==> config.mk <==
export PLATFORM = sky130hd
export DESIGN_NAME = pshr_top
export DESIGN_NICKNAME = d
export VERILOG_FILES = /design/src/design/pshr_buf.v /design/src/design/pshr_top.v
export VERILOG_INCLUDE_DIRS = /design/src /design/src/design
export SDC_FILE = /design/constraint.sdc
export NUM_CORES = 1
export LEC_CHECK = 0
export ABC_AREA = 1
export BUFFER_PORTS_ARGS = -buffer_cell sky130_fd_sc_hd__clkbuf_2
export CORE_MARGIN = 2
export CORE_UTILIZATION = 50
export DETAILED_ROUTE_END_ITERATION = 10
export PLACE_DENSITY = 0.72
export SYNTH_ARGS = -nofsm -noshare
export SYNTH_HDL_FRONTEND = slang
export SYNTH_HIERARCHICAL = 1
export SYNTH_SLANG_ARGS = --single-unit
==> constraint.sdc <==
create_clock -name clock -period 2.9 [get_ports clock]
set_input_delay 0.29 -clock clock [delete_from_list [all_inputs] [get_ports clock]]
set_output_delay 0.29 -clock clock [all_outputs]
set_load 0.005 [all_outputs]
==> src/design/pshr_defines.vh <==
`ifndef PSHR_DEFINES_VH
`define PSHR_DEFINES_VH

// register width and stage reset value
`define PSHR_WIDTH 4
`define PSHR_STATE_RST 4'h0

// pin synchroniser: three stages, two compared
`define PSHR_SYNC_STAGES 3

// bit positions inside the synchronised pin vector
`define PSHR_PIN_MODE 0
`define PSHR_PIN_LOAD_CLK 1
`define PSHR_PIN_RIGHT_CLK 2
`define PSHR_PIN_SERIAL 3
`define PSHR_PIN_PAR_LO 4
`define PSHR_PIN_COUNT 8

`endif

==> src/design/pshr_buf.v <==
`timescale 1ns/100ps

module pshr_buf #(
    parameter WIDTH = 4
) (
    input wire clock,
    input wire sys_rst,
    input wire [WIDTH-1:0] in_data,
    input wire in_valid,
    output reg in_ready,
    output reg [WIDTH-1:0] out_data,
    output reg out_valid,
    input wire out_ready
);

    // entry one is the output register, entry two a skid slot
    reg [WIDTH-1:0] skid_reg;
    reg skid_valid_reg;
    reg skid_valid_next;
    wire take;
    wire pop;

    assign take = in_valid & in_ready;
    assign pop = out_valid & out_ready;

    always @* begin
        skid_valid_next = skid_valid_reg;
        if (!out_valid || pop) begin
            skid_valid_next = skid_valid_reg & take;
        end else if (take) begin
            skid_valid_next = 1'b1;
        end
    end

    always @(posedge clock) begin
        if (sys_rst) begin
            out_data <= {WIDTH{1'b0}};
            out_valid <= 1'b0;
            skid_reg <= {WIDTH{1'b0}};
            skid_valid_reg <= 1'b0;
            in_ready <= 1'b0;
        end else begin
            skid_valid_reg <= skid_valid_next;
            // ready is registered, so it must assume the worst next cycle
            in_ready <= ~skid_valid_next;
            if (!out_valid || pop) begin
                if (skid_valid_reg) begin
                    out_data <= skid_reg;
                    out_valid <= 1'b1;
                    if (take) begin
                        skid_reg <= in_data;
                    end
                end else begin
                    out_valid <= take;
                    if (take) begin
                        out_data <= in_data;
                    end
                end
            end else if (take) begin
                skid_reg <= in_data;
            end
        end
    end

endmodule

==> src/design/pshr_top.v <==
`timescale 1ns/100ps
`include "pshr_defines.vh"

// Contract
// - four-bit state, only load or shift
// - mode high, load clock fall loads inputs; a fall is dropped while an older word waits for the buffer
// - serial input ignored while mode high
// - mode low, right clock fall shifts right; a fall is dropped while an older word waits for the buffer
// - mode changes alone never alter contents
// - unselected clock activity is ignored
// - all stages update together from old values
module pshr_top #(
    parameter WIDTH = `PSHR_WIDTH
) (
    input wire clock,
    input wire sys_rst,
    input wire mode_sel,
    input wire load_clk,
    input wire right_clk,
    input wire serial_in,
    input wire [3:0] par_in,
    output reg [3:0] par_out,
    output reg [3:0] word_data,
    output reg word_valid,
    input wire word_ready,
    output reg stall
);

    localparam PW = `PSHR_PIN_COUNT;

    wire [PW-1:0] pins;
    reg [PW-1:0] sync1_reg;
    reg [PW-1:0] sync2_reg;
    reg [PW-1:0] sync3_reg;
    reg [PW-1:0] lvl_reg;
    reg [PW-1:0] lvl_prev_reg;
    wire [PW-1:0] lvl_next;

    reg [3:0] state_next;
    reg op_hit;
    reg [3:0] push_data_reg;
    reg push_pend_reg;
    wire buf_ready;
    wire [3:0] buf_data;
    wire buf_valid;
    wire block_ops;
    wire stage_ready;

    wire mode_prev;
    wire load_fall;
    wire right_fall;
    wire serial_lvl;
    wire [3:0] par_lvl;

    assign pins = {par_in, serial_in, right_clk, load_clk, mode_sel};

    // a level counts only once stages two and three agree
    assign lvl_next = (~(sync2_reg ^ sync3_reg) & sync3_reg) |
                      ((sync2_reg ^ sync3_reg) & lvl_reg);

    always @(posedge clock) begin
        if (sys_rst) begin
            sync1_reg <= {PW{1'b0}};
            sync2_reg <= {PW{1'b0}};
            sync3_reg <= {PW{1'b0}};
            lvl_reg <= {PW{1'b0}};
            lvl_prev_reg <= {PW{1'b0}};
        end else begin
            sync1_reg <= pins;
            sync2_reg <= sync1_reg;
            sync3_reg <= sync2_reg;
            lvl_reg <= lvl_next;
            lvl_prev_reg <= lvl_reg;
        end
    end

    // mode as it stood before the edge, so a mode change coinciding
    // with a clock fall uses the old mode
    assign mode_prev = lvl_prev_reg[`PSHR_PIN_MODE];
    assign load_fall = lvl_prev_reg[`PSHR_PIN_LOAD_CLK] &
                       ~lvl_reg[`PSHR_PIN_LOAD_CLK];
    assign right_fall = lvl_prev_reg[`PSHR_PIN_RIGHT_CLK] &
                        ~lvl_reg[`PSHR_PIN_RIGHT_CLK];
    assign serial_lvl = lvl_reg[`PSHR_PIN_SERIAL];
    assign par_lvl = lvl_reg[`PSHR_PIN_PAR_LO +: 4];

    // an older word still waiting for the buffer blocks new edges
    assign block_ops = push_pend_reg & ~buf_ready;

    always @* begin
        state_next = par_out;
        op_hit = 1'b0;
        if (!block_ops) begin
            if (mode_prev && load_fall) begin
                // left shift is this load with outputs wired back
                state_next = par_lvl;
                op_hit = 1'b1;
            end else if (!mode_prev && right_fall) begin
                state_next = {par_out[2:0], serial_lvl};
                op_hit = 1'b1;
            end
            // other clock and any mode change leave state alone
        end
    end

    always @(posedge clock) begin
        if (sys_rst) begin
            par_out <= `PSHR_STATE_RST;
            push_data_reg <= `PSHR_STATE_RST;
            push_pend_reg <= 1'b0;
            stall <= 1'b0;
        end else begin
            if (op_hit) begin
                par_out <= state_next;
                push_data_reg <= state_next;
                push_pend_reg <= 1'b1;
            end else if (buf_ready) begin
                push_pend_reg <= 1'b0;
            end
            stall <= block_ops;
        end
    end

    // output stage refills when empty or when its word is being taken
    assign stage_ready = ~word_valid | word_ready;

    pshr_buf #(
        .WIDTH(WIDTH)
    ) u_buf (
        .clock(clock),
        .sys_rst(sys_rst),
        .in_data(push_data_reg),
        .in_valid(push_pend_reg),
        .in_ready(buf_ready),
        .out_data(buf_data),
        .out_valid(buf_valid),
        .out_ready(stage_ready)
    );

    always @(posedge clock) begin
        if (sys_rst) begin
            word_data <= `PSHR_STATE_RST;
            word_valid <= 1'b0;
        end else if (stage_ready) begin
            // a held word stays put, so a receiver stall never repeats it
            word_data <= buf_data;
            word_valid <= buf_valid;
        end
    end

endmodule

==> metrics, run 1 <==
Syn Area/Cell 7.79 sq um; count of TritonRoute iterations in the first routing pass 4; maximum clock path buffer count 2; Critical-path top delay cell dfxtp_1; terminus of the critical flop-to-flop path u_buf/in_ready$_SDFF_PP0_; number of antenna violations at the first check in global routing 0; R2R setup slack 1.53 ns; Crit path largest cell delay 0.33 ns; final total negative setup slack 0 ns; combined area of the multi-input logic cells 682 sq um; cell area after technology mapping 2040 sq um; number of failing hold endpoints at the final stage 0; DIE WIDTH 67.9 um; Synth Instances 262; capturing instance or port of the critical path u_buf/in_ready$_SDFF_PP0_; Total Power Consumption 1.54 mW; cell repeated most along the worst path inv_1; crit end category register; clock latency on the worst-skew pair 0.33 ns; Critical Path Fanout Max 9; Cell Chain, Critical Path inv_1 > nor2_1 > inv_1 > inv_1 > nand2_4 > nand2_4 > nand2_1 > nand2_1 > nor2_1; final estimated routing congestion in global placement 0.795; number of flip-flops and latches in the synthesized netlist 57; Filler cells 358; Commonest cells post-synth nor2_1, dfxtp_1, inv_1; largest net degree at the start of global routing 23; # IOs 21; sequential element share of the synthesized area 0.559; number of placement rows 23; Vert. Die Dim 67.9 um; Avg Vias per Cell 4.47; Worst Hold Class primary input to register; Max Clock Skew 0.00855 ns; Final Max Slew Viols 0; Worst Hold Slack 0.148 ns; leakage power 1.14 nW; library cell occupying the most area in the post-synthesis netlist dfxtp_1; share of flip-flops with an asynchronous set or reset after synthesis 0; Post-synth top flop dfxtp_1; Worst-Margin Slew 0.427 ns; CTS tree built; type of the worst setup path register to register; core box area 3970 sq um; Detailed Place HPWL 2.28 mm; clock tree root buffer cell clkbuf_8; number of antenna-violating nets in the routed design 0; DRT Wirelength 3.25 mm; Peak supply drop 0.482 mV; total clock buffers created by CTS 9; effective utilization at floorplan 0.514; total number of vias 1538; setup repair after global routing missed its margin no; final routed wire length divided by cell count 9.46 um; Slew Limit Headroom 0.715; post-layout worst setup margin 1.53 ns; PostCTS Resize Cnt 0; vias in the first global route 1408; clock sink count 57; share of the clock period used by the worst path 0.473; number of DRC violations after detailed routing 0; fraction of final layout cells with drive strength greater than 1 0.150; worst reg-to-reg path cell count 9; Yosys top cell area share 0.559; maximum clock frequency 728 MHz; Diodes inserted 0; total of buffers placed on input and output ports 20; Worst setup startpoint word_valid$_SDFFE_PP0P_; CTS HTree Levels 3; number of library cell types mapped by synthesis 16; FF/Latch Area 1140 sq um; number of nets in the layout 300; area growth from synthesis to final layout 15.7%; CP Data Arrival Time 1.57 ns; Setup WS pre-CTS 1.52 ns; number of maximum-capacitance constraint violations 0; final setup violation count 0; EDFF count, synth 0; gr usage total 0.170; Required @ worst endpoint 3.09 ns; Total Die Area 4610 sq um; top post-synthesis cells by area dfxtp_1, nor2_1, inv_1; Reg clk slew, reported paths 0.06 ns; leading cell type by number of instances after synthesis nor2_1; Congestion Overflow GR 0; critical path launch point type register; post-layout min period 1.37 ns; critical register-to-register path startpoint word_valid$_SDFFE_PP0P_; Hold Buf Count CTS 0; post-CTS setup buffer count 0; Starting DRT DRC Count 159; global-route wire length before repair 5.64 mm; nets in the synthesized netlist 273; yosys warns 6; power per unit of standard cell area 652 nW/um^2; run status completed
[worst min path at each step]
stage,startpoint,end,slack [ns],depth (start not counted)
after detailed placement,sync1_reg[0]$_SDFF_PP0_,sync2_reg[0]$_SDFF_PP0_,0.39,2
after floorplan,sys_rst,u_buf/out_valid$_SDFFE_PP0P_,0.36,1
after CTS,par_in[1],sync1_reg[5]$_SDFF_PP0_,0.14,3
after global routing,par_in[2],sync1_reg[6]$_SDFF_PP0_,0.15,3
after global placement,sync1_reg[7]$_SDFF_PP0_,sync2_reg[7]$_SDFF_PP0_,0.39,2
final,par_in[1],sync1_reg[5]$_SDFF_PP0_,0.15,3
[cell families after synthesis]
group / after synthesis / share of synthesized area
AND/OR/NAND/NOR: 125 / 0.265
flip-flops: 57 / 0.559
buffers and inverters: 52 / 0.107
AO/OA/AOI/OAI: 28 / 0.0686
[metrics by stage]
step / util / instance area [sq um] / instances
finish: 0.595 / 2360 / 344
floorplan: - / 2040 / 262
CTS: 0.595 / 2360 / 344
detailed placement: 0.548 / 2170 / 328
global placement: 0.548 / 2170 / 328
global route: 0.595 / 2360 / 344
[layer usage]
metal	track usage	share of wire	wire, um
met5	0	0	0
met1	0.191	0.50	1620
met3	0.0609	0.053	171
met2	0.277	0.44	1430
met4	0.105	0.011	36
[cell usage in the layout, fill, tap and decap left out]
| cell | n |
|---|---|
| nor2_1 | 71 |
| clkbuf_8 | 10 |
| inv_6 | 1 |
| nand4_1 | 4 |
| bufinv_16 | 1 |
| nand2_1 | 37 |
| nand3_1 | 5 |
| clkinv_2 | 2 |
| dfxtp_1 | 57 |
| a21oi_1 | 15 |
| clkbuf_1 | 3 |
| nand2_4 | 5 |
| nand3_4 | 1 |
| o21ai_0 | 13 |
| inv_1 | 45 |
| buf_4 | 1 |
| nand2_2 | 1 |
| inv_2 | 1 |
| clkbuf_2 | 20 |
| nor2_2 | 1 |
[layout make-up]
| class | count | area share |
|---|---|---|
| Timing Repair Buffer | 21 | 0.0455 |
| Sequential cell | 57 | 0.483 |
| Clock buffer | 13 | 0.0630 |
| Inverter | 47 | 0.0768 |
| Clock inverter | 3 | 0.0169 |
| Multi-Input combinational cell | 153 | 0.289 |
| Tap cell | 50 | 0.0265 |
[worst max-delay path, delay by kind of cell, from the launching register on]
family / cells / cell delay (ns)
buffers and inverters: 3 / 0.33
AND/OR/NAND/NOR: 6 / 0.59
flip-flops: 1 / 0.33
[report_power, final]
part	switching, mW	leakage [nW]	internal (mW)
clock network	0.282	0.0974	0.418
logic	0.0222	0.583	0.0137
registers	0.00568	0.464	0.798
(Power assumes the default switching activity.)
==> inputs of run 2 (changes only) <==
--- a/config.mk
+++ b/config.mk
@@ -11,7 +11,7 @@
 export CORE_MARGIN = 2
 export CORE_UTILIZATION = 50
 export DETAILED_ROUTE_END_ITERATION = 10
-export PLACE_DENSITY = 0.72
+export PLACE_DENSITY = 0.75
 export SYNTH_ARGS = -nofsm -noshare
 export SYNTH_HDL_FRONTEND = slang
 export SYNTH_HIERARCHICAL = 1
==> constraint.sdc (replaced) <==
create_clock -name clock -period 1.1 [get_ports clock]
set_input_delay 0.11 -clock clock [delete_from_list [all_inputs] [get_ports clock]]
set_output_delay 0.11 -clock clock [all_outputs]
set_load 0.005 [all_outputs]
==> metrics, run 2 (synthesized netlist as in run 1, its figures left out) <==
placed insts 335 (+2.1%); post-CTS setup buffer count 0 (unchanged); leading cell type in the layout, fill and taps excluded nor2_1; final routed wire length divided by cell count 10.2 um (+7.6%); Peak supply drop 0.910 mV (+89%); total clock buffers created by CTS 9 (unchanged); FF/Latch Area 1140 sq um (+0.22%); # IOs 21 (unchanged); count of TritonRoute iterations in the first routing pass 4 (unchanged); Worst-Margin Slew 0.359 ns (-0.0683 ns); maximum clock path buffer count 2 (unchanged); Congestion Overflow GR 0 (unchanged); DRT Wirelength 3.65 mm (+12%); critical path launch point type register; Avg Vias per Cell 4.48 (+0.18%); Total Power Consumption 3.87 mW (+150%); number of maximum-capacitance constraint violations 0 (unchanged); Final Max Slew Viols 0 (unchanged); final setup violation count 0 (unchanged); post-layout min period 1.03 ns (-0.342 ns); Non-Filler Instances 359 (+4.4%); clock latency on the worst-skew pair 0.33 ns (about the same); number of nets in the layout 316 (+5.3%); crit end category register; effective utilization at floorplan 0.514 (unchanged); gr usage total 0.181 (+0.0103); Detailed Place HPWL 2.31 mm (+1.3%); Worst Hold Slack 0.112 ns (-0.0364 ns); fraction of final layout cells with drive strength greater than 1 0.194 (+0.0445); Worst Hold Class primary input to register; type of the worst setup path register to register; area growth from synthesis to final layout 24.3%; clock tree root buffer cell clkbuf_8; Required @ worst endpoint 1.32 ns (-1.77 ns); global-route wire length before repair 5.84 mm (+3.5%); CP Data Arrival Time 1.25 ns (-0.32 ns); Max Clock Skew 0.00759 ns (-0.000963 ns); number of placement rows 23 (unchanged); number of failing hold endpoints at the final stage 0 (unchanged); Filler cells 335 (-6.4%); Reg clk slew, reported paths 0.06 ns (about the same); power per unit of standard cell area 1520 nW/um^2 (+130%); CTS tree built; maximum clock frequency 970 MHz (+33%); Starting DRT DRC Count 72 (-55%); vias in the first global route 1413 (+0.36%); DIE WIDTH 67.9 um (unchanged); total of buffers placed on input and output ports 20 (unchanged); post-layout worst setup margin 0.0685 ns (-1.46 ns); run status completed; Slew Limit Headroom 0.760 (+0.0453); largest net degree at the start of global routing 19 (-17%); Diodes inserted 0 (unchanged); Total Die Area 4610 sq um (unchanged); clock sink count 57 (unchanged); CTS HTree Levels 3 (unchanged); leakage power 1.20 nW (+4.8%); number of antenna violations at the first check in global routing 0 (unchanged); number of DRC violations after detailed routing 0 (unchanged); final estimated routing congestion in global placement 0.738 (-7.2%); share of the clock period used by the worst path 0.938 (+0.464); leading cell types in the layout, fill and taps excluded nor2_1, dfxtp_1, inv_1, nand2_1, clkbuf_2; combined area of the multi-input logic cells 732 sq um (+7.3%); core box area 3970 sq um (unchanged); Setup WS pre-CTS 0.0384 ns (-1.48 ns); Critical Path Fanout Max 5 (-4); total number of vias 1608 (+4.6%); number of antenna-violating nets in the routed design 0 (unchanged); Vert. Die Dim 67.9 um (unchanged)
[run 2: path summary, 6_finish.rpt]
path | start | to | slack, ns | cells past startpoint
worst max-delay path | word_valid$_SDFFE_PP0P_ | u_buf/skid_reg[0]$_SDFFE_PP0P_ | 0.07 | 9
worst min-delay path | sys_rst | push_pend_reg$_SDFFE_PP0P_ | 0.11 | 2
worst max register to register | word_valid$_SDFFE_PP0P_ | u_buf/skid_reg[0]$_SDFFE_PP0P_ | 0.07 | 9
worst min register to register | sync1_reg[4]$_SDFF_PP0_ | sync2_reg[4]$_SDFF_PP0_ | 0.40 | 2
[run 2: cell type report]
| type | instances | area share |
|---|---|---|
| flip-flops and latches | 57 | 0.451 |
| multi-input cells | 154 | 0.288 |
| repair buffers | 36 | 0.0996 |
| inverters | 47 | 0.0725 |
| clock buffers | 12 | 0.0572 |
| well taps | 50 | 0.0247 |
| clock inverters | 3 | 0.00690 |
[run 2: layer usage]
layer,share of wire,track usage,up-vias
li1,-,-,874
met1,0.46,0.190,700
met2,0.48,0.300,27
met3,0.041,0.0888,7
met4,0.021,0.0900,0
met5,0,0,-
[run 2: per-stage QoR]
stage	area [sq um]	util	TNS, ns
2_1_floorplan	2050	-	0
3_3_place_gp	2250	0.566	0
3_5_place_dp	2250	0.566	0
4_1_cts	2490	0.627	0
5_1_grt	2540	0.639	-0.00223
6_report	2540	0.639	0
[run 2: what timing repair did]
item	4_1_cts	5_1_grt
hold endpoints to repair	8	0
endpoints found under the setup margin	0	14
hold buffers	8	0
resized for setup	0	9
[run 2: critical path, cell delays in order, from the launching register on]
cell,delay (ns)
dfxtp_2,0.33
inv_2,0.04
nor2_4,0.08
inv_2,0.05
inv_4,0.07
nand2_8,0.08
nand2_8,0.10
nand3_1,0.07
nand2_1,0.06
nor2_1,0.04
[run 2: where the power goes]
group	switching (mW)	total (mW)	internal [mW]	leakage [nW]
clock	0.760	1.62	0.858	0.0822
sequential	0.0152	2.12	2.10	0.465
combinational	0.0665	0.129	0.0621	0.651
==> inputs of run 3 (changes only) <==
--- a/config.mk
+++ b/config.mk
@@ -8,10 +8,12 @@
 export LEC_CHECK = 0
 export ABC_AREA = 1
 export BUFFER_PORTS_ARGS = -buffer_cell sky130_fd_sc_hd__clkbuf_2
+export CORE_ASPECT_RATIO = 0.7
 export CORE_MARGIN = 2
 export CORE_UTILIZATION = 50
 export DETAILED_ROUTE_END_ITERATION = 10
 export PLACE_DENSITY = 0.75
+export SETUP_SLACK_MARGIN = 0.5
 export SYNTH_ARGS = -nofsm -noshare
 export SYNTH_HDL_FRONTEND = slang
 export SYNTH_HIERARCHICAL = 1
==> metrics, run 3 (synthesized netlist as in run 1, its figures left out) <==
run status completed; leakage power 1.36 nW (+13%); terminus of the critical flop-to-flop path u_buf/in_ready$_SDFF_PP0_; maximum clock frequency 942 MHz (-2.8%); Total Die Area 4620 sq um (+0.17%); largest net degree at the start of global routing 20 (+1); number of antenna violations at the first check in global routing 0 (unchanged); total of buffers placed on input and output ports 20 (unchanged); post-layout min period 1.06 ns (+0.0298 ns); clock tree root buffer cell clkbuf_8; Starting DRT DRC Count 92 (+28%); Congestion Overflow GR 0 (unchanged); total clock buffers created by CTS 9 (unchanged); Worst Hold Launch load_clk; count of TritonRoute iterations in the first routing pass 4 (unchanged); CTS tree built; Required @ worst endpoint 1.33 ns (about the same); number of failing hold endpoints at the final stage 0 (unchanged); leading cell types in the layout, fill and taps excluded nor2_1, inv_1, dfxtp_1, nand2_1, dfxtp_2; Peak supply drop 1.30 mV (+43%); critical path launch point type register; Non-Filler Instances 374 (+4.2%); maximum clock path buffer count 2 (unchanged); area growth from synthesis to final layout 40.5%; power per unit of standard cell area 1610 nW/um^2 (+5.7%); Filler cells 285 (-15%); placed insts 336 (+0.30%); final estimated routing congestion in global placement 0.774 (+4.9%); Total Power Consumption 4.62 mW (+19%); fraction of final layout cells with drive strength greater than 1 0.401 (+0.206); gr usage total 0.202 (+0.0217); clock latency on the worst-skew pair 0.33 ns (about the same); Detailed Place HPWL 2.37 mm (+2.7%); effective utilization at floorplan 0.521 (+0.00640); Reg clk slew, reported paths 0.06 ns (about the same); number of nets in the layout 328 (+3.8%); number of DRC violations after detailed routing 0 (unchanged); number of antenna-violating nets in the routed design 0 (unchanged); capturing instance or port of the critical path u_buf/in_ready$_SDFF_PP0_; clock sink count 57 (unchanged); CTS HTree Levels 3 (unchanged); CP Data Arrival Time 1.29 ns (+0.04 ns); R2R setup slack 0.04 ns (-0.03 ns); global-route wire length before repair 6.89 mm (+18%); number of placement rows 19 (-17%); final routed wire length divided by cell count 11.0 um (+8.4%); critical register-to-register path startpoint word_valid$_SDFFE_PP0P_; worst reg-to-reg path cell count 9 (unchanged); Worst Hold Class primary input to register; crit end category register; core box area 3920 sq um (-1.2%); setup repair after global routing missed its margin yes; final setup violation count 0 (unchanged); Max Clock Skew 0.00646 ns (-0.00112 ns); # IOs 21 (unchanged); share of the clock period used by the worst path 0.965 (+0.0270); Worst-Margin Slew 0.497 ns (+0.138 ns); Worst setup startpoint word_valid$_SDFFE_PP0P_; Avg Vias per Cell 4.68 (+4.5%); total number of vias 1750 (+8.8%); Slew Limit Headroom 0.668 (-0.0923); Critical Path Fanout Max 5 (unchanged); DIE WIDTH 80.4 um (+18%); number of maximum-capacitance constraint violations 0 (unchanged); Vert. Die Dim 57.5 um (-15%); type of the worst setup path register to register; leading cell type in the layout, fill and taps excluded nor2_1; vias in the first global route 1622 (+15%); Diodes inserted 0 (unchanged); Final Max Slew Viols 0 (unchanged); DRT Wirelength 4.13 mm (+13%)
[run 3: changes by cell type in the layout (fill, tap and decap cells not counted), sizes merged]
cell / before / now
buf: 8 / 21
clkbuf: 32 / 28
bufinv: 0 / 3
dlygate4sd3: 8 / 5
dlymetal6s4s: 0 / 3
nand2: 44 / 46
clkinv: 2 / 1
[run 3: what timing repair did]
action,CTS,global route
gates cloned,3,0
hold endpoints to repair,8,0
setup buffers,10,1
pin swaps,20,12
gates resized for setup,49,31
endpoints found under the setup margin,40,46
hold buffers,8,0
[run 3: worst min path at each step]
stage	end	slack, ns	cells past startpoint
6_report	sync1_reg[1]$_SDFF_PP0_	0.16	4
5_1_grt	sync1_reg[5]$_SDFF_PP0_	0.19	4
4_1_cts	lvl_prev_reg[1]$_SDFF_PP0_	0.18	3
3_5_place_dp	sync1_reg[3]$_SDFF_PP0_	0.31	3
3_3_place_gp	sync1_reg[4]$_SDFF_PP0_	0.30	3
2_1_floorplan	lvl_prev_reg[1]$_SDFF_PP0_	0.17	1
[run 3: worst max-delay path, cell delays in order (launching register included)]
cell,delay (ns)
dfxtp_2,0.33
inv_2,0.04
nor2_4,0.08
inv_2,0.05
inv_2,0.06
nand2_4,0.09
nand2_4,0.12
nand2_2,0.07
nand2_1,0.07
nor2_1,0.04
[run 3: report_power, final]
| part | switching, mW | internal [mW] |
|---|---|---|
| clock | 0.792 | 1.56 |
| sequential | 0.0179 | 2.10 |
| combinational | 0.0787 | 0.0709 |
| total | 0.889 | 3.73 |
[run 3: layout make-up]
cell class / instances / area, sq um / share of cell area
sequential: 57 / 1180 / 0.412
multi-input combinational: 156 / 827 / 0.288
timing repair buffer: 46 / 365 / 0.127
inverter: 47 / 186 / 0.0650
clock buffer: 11 / 141 / 0.0493
clock inverter: 5 / 103 / 0.0358
tap: 52 / 65.1 / 0.0227
[run 3: routing by layer]
metal  share of wire  track usage  vias to the layer above
met5               0            0                        -
met1            0.45        0.246                      792
li1                -            -                      906
met4           0.015       0.0823                        0
met2            0.46        0.305                       45
met3           0.070        0.104                        7
[run 3: metrics by stage]
step                      TNS (ns)  hold WS, ns  utilization  cell area (sq um)  worst slack, ns
after global routing       -0.0475        0.187        0.731               2870          -0.0162
after CTS                        0        0.182        0.708               2780           0.0796
after detailed placement         0        0.307        0.576               2260           0.0426
final                            0        0.164        0.731               2870           0.0388
after global placement           0        0.302        0.576               2260           0.0809
after floorplan                  0        0.170            -               2070           0.0483
